<file path="src/rtl/crg_pkg.sv">
// constants shared by the clock request gating block
package crg_pkg;
	localparam int CRG_CHANNELS = 4;
	localparam int CRG_AW = 3;
	localparam int CRG_DW = 8;

	// register offsets
	localparam logic [2:0] CRG_OFS_POLARITY = 3'h0;
	localparam logic [2:0] CRG_OFS_SOFT = 3'h1;
	localparam logic [2:0] CRG_OFS_PRIORITY = 3'h2;
	localparam logic [2:0] CRG_OFS_DRIVE = 3'h3;
	localparam logic [2:0] CRG_OFS_STATUS = 3'h4;

	// field positions
	localparam int CRG_POL_LSB = 0;
	localparam int CRG_SOFT_LSB = 0;
	localparam int CRG_UPMODE_LSB = 4;
	localparam int CRG_PRIO_LSB = 0;
	localparam int CRG_REGOVR_LSB = 4;
	localparam int CRG_DRIVE_LSB = 4;

	// reset values after core power-up, and the mask of channels forced on while the reset pin holds
	localparam logic [3:0] CRG_POL_RST = 4'h0;
	localparam logic [3:0] CRG_SOFT_RST = 4'h9;
	localparam logic [3:0] CRG_PRIO_RST = 4'h9;
	localparam logic [3:0] CRG_FORCED_MASK = 4'h9;
	localparam logic [1:0] CRG_UPMODE_RST = 2'h0;
	localparam logic [1:0] CRG_REGOVR_RST = 2'h0;
	localparam logic [3:0] CRG_DRIVE_RST = 4'h0;

	// upstream request drive modes
	typedef enum logic [1:0] {
		CRG_UP_WIRED_OR = 2'b00,
		CRG_UP_PUSH_PULL = 2'b01,
		CRG_UP_WIRED_AND = 2'b10
	} crg_upmode_t;

	// regulator override settings
	typedef enum logic [1:0] {
		CRG_REG_DECODER = 2'b00,
		CRG_REG_FORCE_OFF = 2'b01,
		CRG_REG_FORCE_ON = 2'b10
	} crg_regovr_t;

	// timing
	localparam int CRG_CLK_PERIOD_NS = 10;
	localparam int CRG_FILTER_NS = 300;
	localparam int CRG_MIN_PULSE_NS = 500;
	localparam int CRG_FILTER_CYCLES_RAW = CRG_FILTER_NS / CRG_CLK_PERIOD_NS;
	localparam int CRG_FILTER_CYCLES = (CRG_FILTER_CYCLES_RAW < 1) ? 1 : CRG_FILTER_CYCLES_RAW;
	localparam int CRG_FILTER_W = 6;
endpackage

</file>
<file path="src/rtl/crg_sync.sv">
// two flip-flop synchroniser, one per bit
`timescale 1ns/1ps
`default_nettype none
module crg_sync #(
	parameter int WIDTH = 4,
	parameter logic [WIDTH-1:0] RST_VAL = '0
) (
	input wire logic clock_i,
	input wire logic rst_i,
	input wire logic [WIDTH-1:0] async_i,
	output logic [WIDTH-1:0] sync_o
);
	logic [WIDTH-1:0] meta_r;
	logic [WIDTH-1:0] stable_r;

	// first stage feeds only the second stage
	always_ff @(posedge clock_i) begin
		if (rst_i) begin
			meta_r <= RST_VAL;
			stable_r <= RST_VAL;
		end else begin
			meta_r <= async_i;
			stable_r <= meta_r;
		end
	end

	assign sync_o = stable_r;
endmodule
`default_nettype wire

</file>
<file path="src/rtl/crg_reset_filter.sv">
// glitch filter for the active-low reset pin
`timescale 1ns/1ps
`default_nettype none
module crg_reset_filter
	import crg_pkg::*;
#(
	parameter int FILTER_CYCLES = CRG_FILTER_CYCLES
) (
	input wire logic clock_i,
	input wire logic rst_i,
	input wire logic pin_low_i,
	output logic reset_active_o
);
	localparam logic [CRG_FILTER_W-1:0] LIMIT = CRG_FILTER_W'(FILTER_CYCLES);
	logic [CRG_FILTER_W-1:0] count_r;
	logic [CRG_FILTER_W-1:0] count_nxt;
	logic active_r;
	wire reached = (count_r >= LIMIT);

	// any high sample restarts the count, so short spikes never assert
	assign count_nxt = !pin_low_i ? '0 : (reached ? count_r : count_r + 1'b1);

	always_ff @(posedge clock_i) begin
		if (rst_i) begin
			count_r <= '0;
			active_r <= 1'b0;
		end else begin
			count_r <= count_nxt;
			active_r <= pin_low_i && reached;
		end
	end

	assign reset_active_o = active_r;
endmodule
`default_nettype wire

</file>
<file path="src/rtl/crg_top.sv">
// clock request gating: channel decode, regulator and upstream request control
`timescale 1ns/1ps
`default_nettype none
module crg_top
	import crg_pkg::*;
#(
	parameter int CHANNELS = CRG_CHANNELS,
	parameter int FILTER_CYCLES = CRG_FILTER_CYCLES
) (
	input wire logic clock_i,
	input wire logic rst_i,
	input wire logic [CHANNELS-1:0] peripheral_demand_line_i,
	input wire logic reset_n_i,
	input wire logic master_clk_i,
	input wire logic battery_supply_i,
	input wire logic core_supply_i,
	input wire logic analog_supply_i,
	input wire logic [CRG_AW-1:0] reg_addr_i,
	input wire logic [CRG_DW-1:0] reg_wdata_i,
	input wire logic reg_wr_i,
	input wire logic reg_rd_i,
	output logic [CRG_DW-1:0] reg_rdata_o,
	output logic [CHANNELS-1:0] buffered_clock_output_o,
	output logic [CHANNELS-1:0] buffered_clock_output_oe_n_o,
	output logic upstream_req_o,
	output logic upstream_req_oe_n_o,
	output logic tcxo_regulator_en_o,
	output logic [3:0] drive_strength_o
);
	// synchronised inputs
	logic [CHANNELS-1:0] demand_sync;
	logic reset_pin_sync;
	logic reset_active;

	// software settings
	logic [3:0] polarity_r;
	logic [3:0] soft_demand_r;
	logic [3:0] priority_r;
	logic [1:0] upmode_r;
	logic [1:0] regovr_r;
	logic [3:0] drive_r;

	// gating state
	logic [CHANNELS-1:0] chan_on_r;
	logic [CHANNELS-1:0] chan_demand;
	logic upstream_r;
	logic regulator_r;
	logic reset_seen_r;
	logic [CRG_DW-1:0] rdata_r;

	crg_sync #(
		.WIDTH(CHANNELS),
		.RST_VAL('0)
	) u_demand_sync (
		.clock_i(clock_i),
		.rst_i(rst_i),
		.async_i(peripheral_demand_line_i),
		.sync_o(demand_sync)
	);

	crg_sync #(
		.WIDTH(1),
		.RST_VAL(1'b1)
	) u_reset_sync (
		.clock_i(clock_i),
		.rst_i(rst_i),
		.async_i(reset_n_i),
		.sync_o(reset_pin_sync)
	);

	crg_reset_filter #(
		.FILTER_CYCLES(FILTER_CYCLES)
	) u_reset_filter (
		.clock_i(clock_i),
		.rst_i(rst_i),
		.pin_low_i(!reset_pin_sync),
		.reset_active_o(reset_active)
	);

	// register decode; nothing is taken while the reset pin holds
	wire access_ok = !reset_active;
	wire wr_ok = reg_wr_i && access_ok;
	wire rd_ok = reg_rd_i && access_ok;
	wire wr_pol = wr_ok && (reg_addr_i == CRG_OFS_POLARITY);
	wire wr_soft = wr_ok && (reg_addr_i == CRG_OFS_SOFT);
	wire wr_prio = wr_ok && (reg_addr_i == CRG_OFS_PRIORITY);
	wire wr_drive = wr_ok && (reg_addr_i == CRG_OFS_DRIVE);

	// edge of the filtered reset: restore only channels 1 and 4
	wire reset_rise = reset_active && !reset_seen_r;
	wire [3:0] keep_mask = ~CRG_FORCED_MASK;

	// next values of the software settings
	logic [3:0] polarity_nxt;
	logic [3:0] soft_nxt;
	logic [3:0] prio_nxt;
	logic [1:0] upmode_nxt;
	logic [1:0] regovr_nxt;
	logic [3:0] drive_nxt;

	assign polarity_nxt = wr_pol ? reg_wdata_i[CRG_POL_LSB +: 4] : polarity_r;

	assign upmode_nxt = wr_soft ? reg_wdata_i[CRG_UPMODE_LSB +: 2] : upmode_r;

	assign soft_nxt = reset_rise
		? ((soft_demand_r & keep_mask) | (CRG_SOFT_RST & CRG_FORCED_MASK))
		: (wr_soft ? reg_wdata_i[CRG_SOFT_LSB +: 4] : soft_demand_r);

	assign prio_nxt = reset_rise
		? ((priority_r & keep_mask) | (CRG_PRIO_RST & CRG_FORCED_MASK))
		: (wr_prio ? reg_wdata_i[CRG_PRIO_LSB +: 4] : priority_r);

	assign regovr_nxt = wr_prio ? reg_wdata_i[CRG_REGOVR_LSB +: 2] : regovr_r;

	assign drive_nxt = wr_drive ? reg_wdata_i[CRG_DRIVE_LSB +: 4] : drive_r;

	// core power-up brings every setting to its default
	always_ff @(posedge clock_i) begin
		if (rst_i) begin
			polarity_r <= CRG_POL_RST;
			soft_demand_r <= CRG_SOFT_RST;
			priority_r <= CRG_PRIO_RST;
			upmode_r <= CRG_UPMODE_RST;
			regovr_r <= CRG_REGOVR_RST;
			drive_r <= CRG_DRIVE_RST;
			reset_seen_r <= 1'b0;
		end else begin
			polarity_r <= polarity_nxt;
			soft_demand_r <= soft_nxt;
			priority_r <= prio_nxt;
			upmode_r <= upmode_nxt;
			regovr_r <= regovr_nxt;
			drive_r <= drive_nxt;
			reset_seen_r <= reset_active;
		end
	end

	// per-channel demand decode
	genvar gi;
	generate
		for (gi = 0; gi < CHANNELS; gi++) begin : g_chan
			// polarity bit set means the pin is active low
			wire pin_active = demand_sync[gi] ^ polarity_r[gi];
			wire src_active = priority_r[gi] ? soft_demand_r[gi] : pin_active;
			wire forced = reset_active && CRG_FORCED_MASK[gi];
			assign chan_demand[gi] = src_active || forced;
		end
	endgenerate

	wire any_demand = |chan_demand;
	wire supplies_ok = battery_supply_i && core_supply_i;

	// decoder result, then software override
	logic reg_want;
	assign reg_want = (regovr_r == CRG_REG_FORCE_ON) ? 1'b1
		: (regovr_r == CRG_REG_FORCE_OFF) ? 1'b0
		: (any_demand || reset_active);

	always_ff @(posedge clock_i) begin
		if (rst_i) begin
			chan_on_r <= '0;
			upstream_r <= 1'b0;
			regulator_r <= 1'b0;
		end else begin
			chan_on_r <= chan_demand;
			upstream_r <= any_demand;
			regulator_r <= supplies_ok && reg_want;
		end
	end

	// clock gating: a disabled channel sits at high level, not low
	generate
		for (gi = 0; gi < CHANNELS; gi++) begin : g_out
			assign buffered_clock_output_o[gi] = chan_on_r[gi] ? master_clk_i : 1'b1;
			// without the analog supply the buffers float
			assign buffered_clock_output_oe_n_o[gi] = !analog_supply_i;
		end
	endgenerate

	// upstream request pin drive by mode
	logic up_level;
	logic up_oe_n;
	always_comb begin
		up_level = upstream_r;
		up_oe_n = 1'b1;
		case (crg_upmode_t'(upmode_r))
			CRG_UP_WIRED_OR: begin
				// open source: drive high only, external pulldown idles it
				up_level = 1'b1;
				up_oe_n = !upstream_r;
			end
			CRG_UP_PUSH_PULL: begin
				up_level = upstream_r;
				up_oe_n = 1'b0;
			end
			CRG_UP_WIRED_AND: begin
				// open drain: drive low only while idle
				up_level = 1'b0;
				up_oe_n = upstream_r;
			end
			default: begin
				up_level = 1'b1;
				up_oe_n = !upstream_r;
			end
		endcase
	end

	assign upstream_req_o = up_level;
	assign upstream_req_oe_n_o = up_oe_n;
	assign tcxo_regulator_en_o = regulator_r;
	assign drive_strength_o = drive_r;

	// read mux; unmapped offsets and refused reads give zero
	logic [CRG_DW-1:0] rd_mux;
	always_comb begin
		rd_mux = '0;
		case (reg_addr_i)
			CRG_OFS_POLARITY: rd_mux = {4'h0, polarity_r};
			CRG_OFS_SOFT: rd_mux = {2'h0, upmode_r, soft_demand_r};
			CRG_OFS_PRIORITY: rd_mux = {2'h0, regovr_r, priority_r};
			CRG_OFS_DRIVE: rd_mux = {drive_r, 4'h0};
			CRG_OFS_STATUS: rd_mux = {upstream_r, regulator_r, reset_active,
				1'b0, chan_on_r};
			default: rd_mux = '0;
		endcase
	end

	// read data stand for exactly one cycle after the strobe
	always_ff @(posedge clock_i) begin
		if (rst_i) begin
			rdata_r <= '0;
		end else begin
			rdata_r <= rd_ok ? rd_mux : '0;
		end
	end

	assign reg_rdata_o = rdata_r;
endmodule
`default_nettype wire

</file>
<file path="config.mk">
export PLATFORM = sky130hd
export DESIGN_NAME = crg_top
export DESIGN_NICKNAME = d
export VERILOG_FILES = /design/src/rtl/crg_pkg.sv /design/src/rtl/crg_sync.sv /design/src/rtl/crg_reset_filter.sv /design/src/rtl/crg_top.sv
export SDC_FILE = /design/constraint.sdc
export NUM_CORES = 1
export LEC_CHECK = 0
export BUFFER_PORTS_ARGS = -buffer_cell sky130_fd_sc_hd__buf_4
export CAP_MARGIN = 20
export CORE_UTILIZATION = 55
export CTS_BUF_LIST = sky130_fd_sc_hd__clkbuf_4 sky130_fd_sc_hd__clkbuf_8
export DETAILED_ROUTE_END_ITERATION = 12
export PLACE_DENSITY = 0.81
export SYNTH_ARGS = -nofsm -noshare
export SYNTH_HDL_FRONTEND = slang
export SYNTH_SLANG_ARGS = --single-unit
</file>
<file path="constraint.sdc">
create_clock -name clock_i -period 4.8 [get_ports clock_i]
set_clock_uncertainty 0.1 [all_clocks]
set_input_delay 0.24 -clock clock_i [delete_from_list [all_inputs] [get_ports clock_i]]
set_output_delay 0.24 -clock clock_i [all_outputs]
set_load 0.05 [all_outputs]
</file>
Yosys cells after proc, flatten, opt, wreduce, memory -nomap -nowiden
Cells that the tools add are included.
{"block": "word_totals", "out_inout_bits": 23, "input_bits": 24, "register_bits": 52, "word_cells": 73}
{"block": "classes", "n_lt_le_gt_ge": 1, "n_bitwise": 6, "n_eq_ne": 8, "reduce_logical": 25, "addsub": 1, "mux": 13}
{"cell": "8-bit one-hot mux with 5 select lines", "count": 1}
{"cell": "1-bit logical AND", "count": 10}
{"cell": "1-bit 2-to-1 mux", "count": 10}
{"cell": "6-bit by 1-bit adder with 6-bit output, second input constant", "count": 1}
{"cell": "3-bit by 2-bit == test with 1-bit output, second input constant", "count": 2}
{"cell": "6-bit by 5-bit >= comparator with 1-bit output, second input constant", "count": 1}
{"cell": "2-bit OR reduction", "count": 3}
{"cell": "1-bit zero test", "count": 5}
{"cell": "2-bit by 1-bit == test with 1-bit output, second input constant", "count": 2}
{"cell": "2-bit == test, second input constant", "count": 2}
{"cell": "1-bit one-hot mux with 2 select lines", "count": 2}
{"cell": "2-bit AND reduction", "count": 2}
{"cell": "4-bit OR reduction", "count": 1}
{"cell": "1-bit XOR", "count": 4}
{"cell": "3-bit by 1-bit == test with 1-bit output, second input constant", "count": 1}
{"cell": "3-bit == test, second input constant", "count": 1}
{"cell": "3-bit zero test", "count": 1}
{"cell": "1-bit logical OR", "count": 3}
{"cell": "1-bit NOT", "count": 2}

Longest topological paths before layout
{"block": "logic_depth", "ltp_word": 8, "mapped_depth": 7, "ltp_nobuf": 7}

By module
From an unflattened synthesis, not the netlist that was laid out.
{"block": "hier_totals", "hier_cells": 251, "hier_area_um2": 2244.7}
{"module": "crg_top", "area_each_um2": 1655.3, "seq_area_each_um2": 700.7, "instances": 1, "cells_each": 195}
{"module": "crg_reset_filter", "area_each_um2": 326.6, "seq_area_each_um2": 140.1, "instances": 1, "cells_each": 36}
{"module": "crg_sync at u_demand_sync", "area_each_um2": 210.2, "seq_area_each_um2": 160.2, "instances": 1, "cells_each": 16}
{"module": "crg_sync at u_reset_sync", "area_each_um2": 52.6, "seq_area_each_um2": 40.0, "instances": 1, "cells_each": 4}

Least setup slack after synthesis
No wires, ideal clock.
{"block": "synth_path", "path_kind": "register to output", "startpoint": "register upmode_r[0]", "endpoint": "output upstream_req_o", "path_stages_with_launch": 4, "n_path_buf": 0, "arrival_time_ns": 1.692, "path_slack_ns": 2.768, "t_required_ns": 4.460, "path_cell_list": "dfxtp_1 > inv_1 > ha_1 > o21ai_0"}
{"block": "synth_via", "elab_chain_cells": 2, "word_cells_on_any_way": 3, "cone_classes": "eq/ne (2); mux (1)"}
{"item": "start: declaration", "line": "crg_top.sv:39", "rtl": "logic [1:0] upmode_r;"}
{"item": "start signal: assignment", "line": "crg_top.sv:131", "rtl": "upmode_r <= upmode_nxt;"}
{"item": "2-bit == test / 2-bit by 1-bit == test with 1-bit output (equally long branches)", "line": "crg_top.sv:186", "rtl": "case (crg_upmode_t'(upmode_r))"}
{"item": "1-bit one-hot mux with 2 select lines *", "line": "crg_top.sv:186"}
{"item": "end: declaration", "line": "crg_top.sv:25", "rtl": "output logic upstream_req_o,"}
Mark *: on every way between the ends. The rest lies on a longest branch, timed or not.

Worst setup path after layout
{"block": "layout_path", "startpoint": "register upmode_r[0]", "endpoint": "output upstream_req_oe_n_o"}
{"block": "layout_via", "elab_chain_cells": 2, "word_cells_on_any_way": 3, "cone_classes": "eq/ne (2); mux (1)"}
{"item": "2-bit == test / 2-bit by 1-bit == test with 1-bit output (equally long branches)", "line": "crg_top.sv:186"}
{"item": "1-bit one-hot mux with 2 select lines *", "line": "crg_top.sv:186"}
{"item": "end: declaration", "line": "crg_top.sv:26", "rtl": "output logic upstream_req_oe_n_o,"}
Marked as above.

==> flow_summary.ini <==
[run_status]
status = completed

[grt]
grt_max_degree = 37
antenna_found_initial = 0
grt_pass1_wl_um = 6900
grt.overflow.total = 0
grt_usage_pct = 21.7
grt_pass1_vias = 1576

[clock_network]
h-tree-depth = 2
cts.repair.resized = 0
clkSlewWorstSetupHoldPaths_ps = 90
postCtsSetupRepairBufs = 0
clk_path_buf_depth = 2
cts_buffers = 5
clock_sinks = 52
insertion_delay_ps = 300
holdBufCountCts = 0
cts_tree = built
root_buffer = clkbuf_8

[routing]
dr.pass1.iters = 5
drtIter0Drc = 77
dr_wl_met2_um = 1830
drc = 0
m1WireLength_um = 1770
vias_per_cell = 5.10
wl_per_cell_um = 12.3
route.vias.total = 1621
wl_um = 3920
drtAntennaViolNets = 0
wl_met3_um = 231
routed.top_layer = met4

[place]
gp_congestion = 0.818
dp_hpwl_um = 2930
io_buffers = 46
dp.cells = 310

[pwr]
leakage_nw = 1.14
vdd_ir_drop_max_mv = 0.195
report.power.total_w = 0.000780
power_per_cell_area_nw_per_um2 = 300

[job]
cap_violations = 0

[cells_and_area]
final_util_pct = 69.9
area_growth_pct = 19.5
nets = 297
finalNonFillerCells = 318
drive_gt1_share_pct = 24.1
num_antenna_cells = 0

[worst_setup_path]
worst-path-max-fanout = 4
worstPathArrival_ps = 1460
path_class = reg -> out
start_kind = register
required_ps = 4460
worstSetupEndpointType = output port

[floorplanning]
die_h_um = 64.8
die_w_um = 64.8
die_area_um2 = 4200
num_io_pins = 47
row_count = 22
core-area_um2 = 3720
initial_core_util_pct = 58.5

[logic_synthesis]
yosysSeqAreaShare_pct = 47.9
synth_area_leaders = dfxtp_1 48%, mux2i_1 10%, nor2_1 6.0%, nor2b_1 5.2%, a211oi_1 2.4%
synth_cell_types = 38
yosysTopAreaCellShare_pct = 47.9
synth_top_area_cell = dfxtp_1
synthesis.instances = 229
avgSynthCellArea_um2 = 9.49
syn_nets = 257
yosysWarnings = 0
syn_area_um2 = 2170
yosys_register_bits = 52

[timing]
finalCritPeriodShare_pct = 37.4
period_minus_slack_ps = 1800
hold_viol = 0
slew_headroom_pct = 76.3
worstMarginPinSlew_ps = 355
fmax_mhz = 557
setup_viol_count_final = 0
slew_viol_final = 0
tns_ps = 0
rsz0062_at_grt = no
whs_ps = 16.7

[worst_hold_path]
hold_class = in -> reg
-- Yosys cell counts --
cell type,count
nand2_2,2
dfxtp_1,52
nand3b_1,1
nor2b_2,1
nand2b_1,8
nor2_4,1
nor2b_1,18
nor3b_1,1
nand3_1,6
o2111a_1,1
o21ai_0,2
o21ai_1,3
mux2i_1,22
nor2_1,35
or2_1,3
inv_1,7
a21oi_1,4
nor4_2,1
maj3_2,1
clkbuf_1,7
and2b_1,1
o22ai_1,1
a31oi_1,3
a21oi_2,2
nand4_1,2
nor3b_2,1
a22oi_1,2
xor2_1,3
nand3_2,1
buf_4,5
ha_1,4
mux2_1,1
nor3_2,1
nand2_1,12
a211oi_1,7
xnor2_1,5
buf_2,1
and3_1,1
-- registers in the layout, indices dropped and copies added, names as in the netlist, 4 cells and up --
signal and flops:
polarity_r 4, u_demand_sync.meta_r 4, u_demand_sync.sync_o 4, reg_rdata_o 8, soft_demand_r 4, u_reset_filter.count_r 6, priority_r 4, chan_on_r 4
drive_strength_o 4
-- cells by family after synthesis --
kind of cell             Yosys count  synth area share [%]
flip-flops                        52                  47.9
XOR/XNOR                           8                  3.23
AO/OA/AOI/OAI                     25                  7.66
buffers and inverters             20                  4.38
AND/OR/NAND/NOR                   96                  23.3
adder cells (fa/ha/maj)            5                  2.82
multiplexers                      23                  10.7
-- worst max-delay path: stages (launching register included) --
cell and delay, ps:
dfxtp_1 380, inv_1 60, ha_1 300, mux2i_1 200, buf_4 220
-- cell usage in the layout (no fill, tap or decap), types with 2 or more instances in the layout --
master,count
mux2i_1,22
buf_4,46
xnor2_1,5
nand2_1,12
dfxtp_1,52
o21ai_1,3
a22oi_1,2
clkinv_2,2
nand2_2,2
inv_1,7
nand2b_1,8
a211oi_1,7
a31oi_1,3
nor2b_1,18
nand3_1,6
nor2_1,35
a21oi_1,4
o21ai_0,2
or2_1,3
a21oi_2,2
clkbuf_8,5
nand4_1,2
xor2_1,3
ha_1,4
-- through the flow --
step	worst slack [ps]	cell area (um2)
finish	3000	2600
global route	2920	2600
CTS	2980	2600
detailed placement	3180	2510
global placement	3260	2510
floorplan	2770	2170
-- per-layer routing --
| metal | track usage [%] | vias to the layer above |
|---|---|---|
| met3 | 4.23 | 9 |
| met4 | 10.0 | 0 |
| li1 | - | 839 |
| met5 | 0 | - |
| met1 | 26.5 | 720 |
| met2 | 36.5 | 53 |
-- final cells by class --
class | count | area (um2)
Tap cell | 48 | 60.1
Sequential cell | 52 | 1040
Clock inverter | 3 | 18.8
Multi-Input combinational cell | 157 | 1040
Clock buffer | 5 | 68.8
Timing Repair Buffer | 46 | 345
Fill cell | 341 | 1120
Inverter | 7 | 26.3
-- path summary, 6_finish.rpt --
| path | slack, ps | endpoint | cells after the start | from |
|---|---|---|---|---|
| setup / recovery | 3000 | upstream_req_oe_n_o | 4 | upmode_r[0] |
| hold / removal | 20 | u_reset_sync.meta_r | 2 | reset_n_i |
| setup reg to reg | 3190 | u_reset_filter.count_r[3] | 7 | u_reset_filter.count_r[0] |
| hold reg to reg | 320 | u_reset_sync.sync_o | 1 | u_reset_sync.meta_r |
-- power breakdown --
group | internal, W | total [W] | switching (W)
Combinational | 0.0000381 | 0.0000928 | 0.0000547
Sequential | 0.000442 | 0.000448 | 0.00000612
Clock | 0.000102 | 0.000239 | 0.000137
Note: power is estimated with default switching activity, not from simulation.
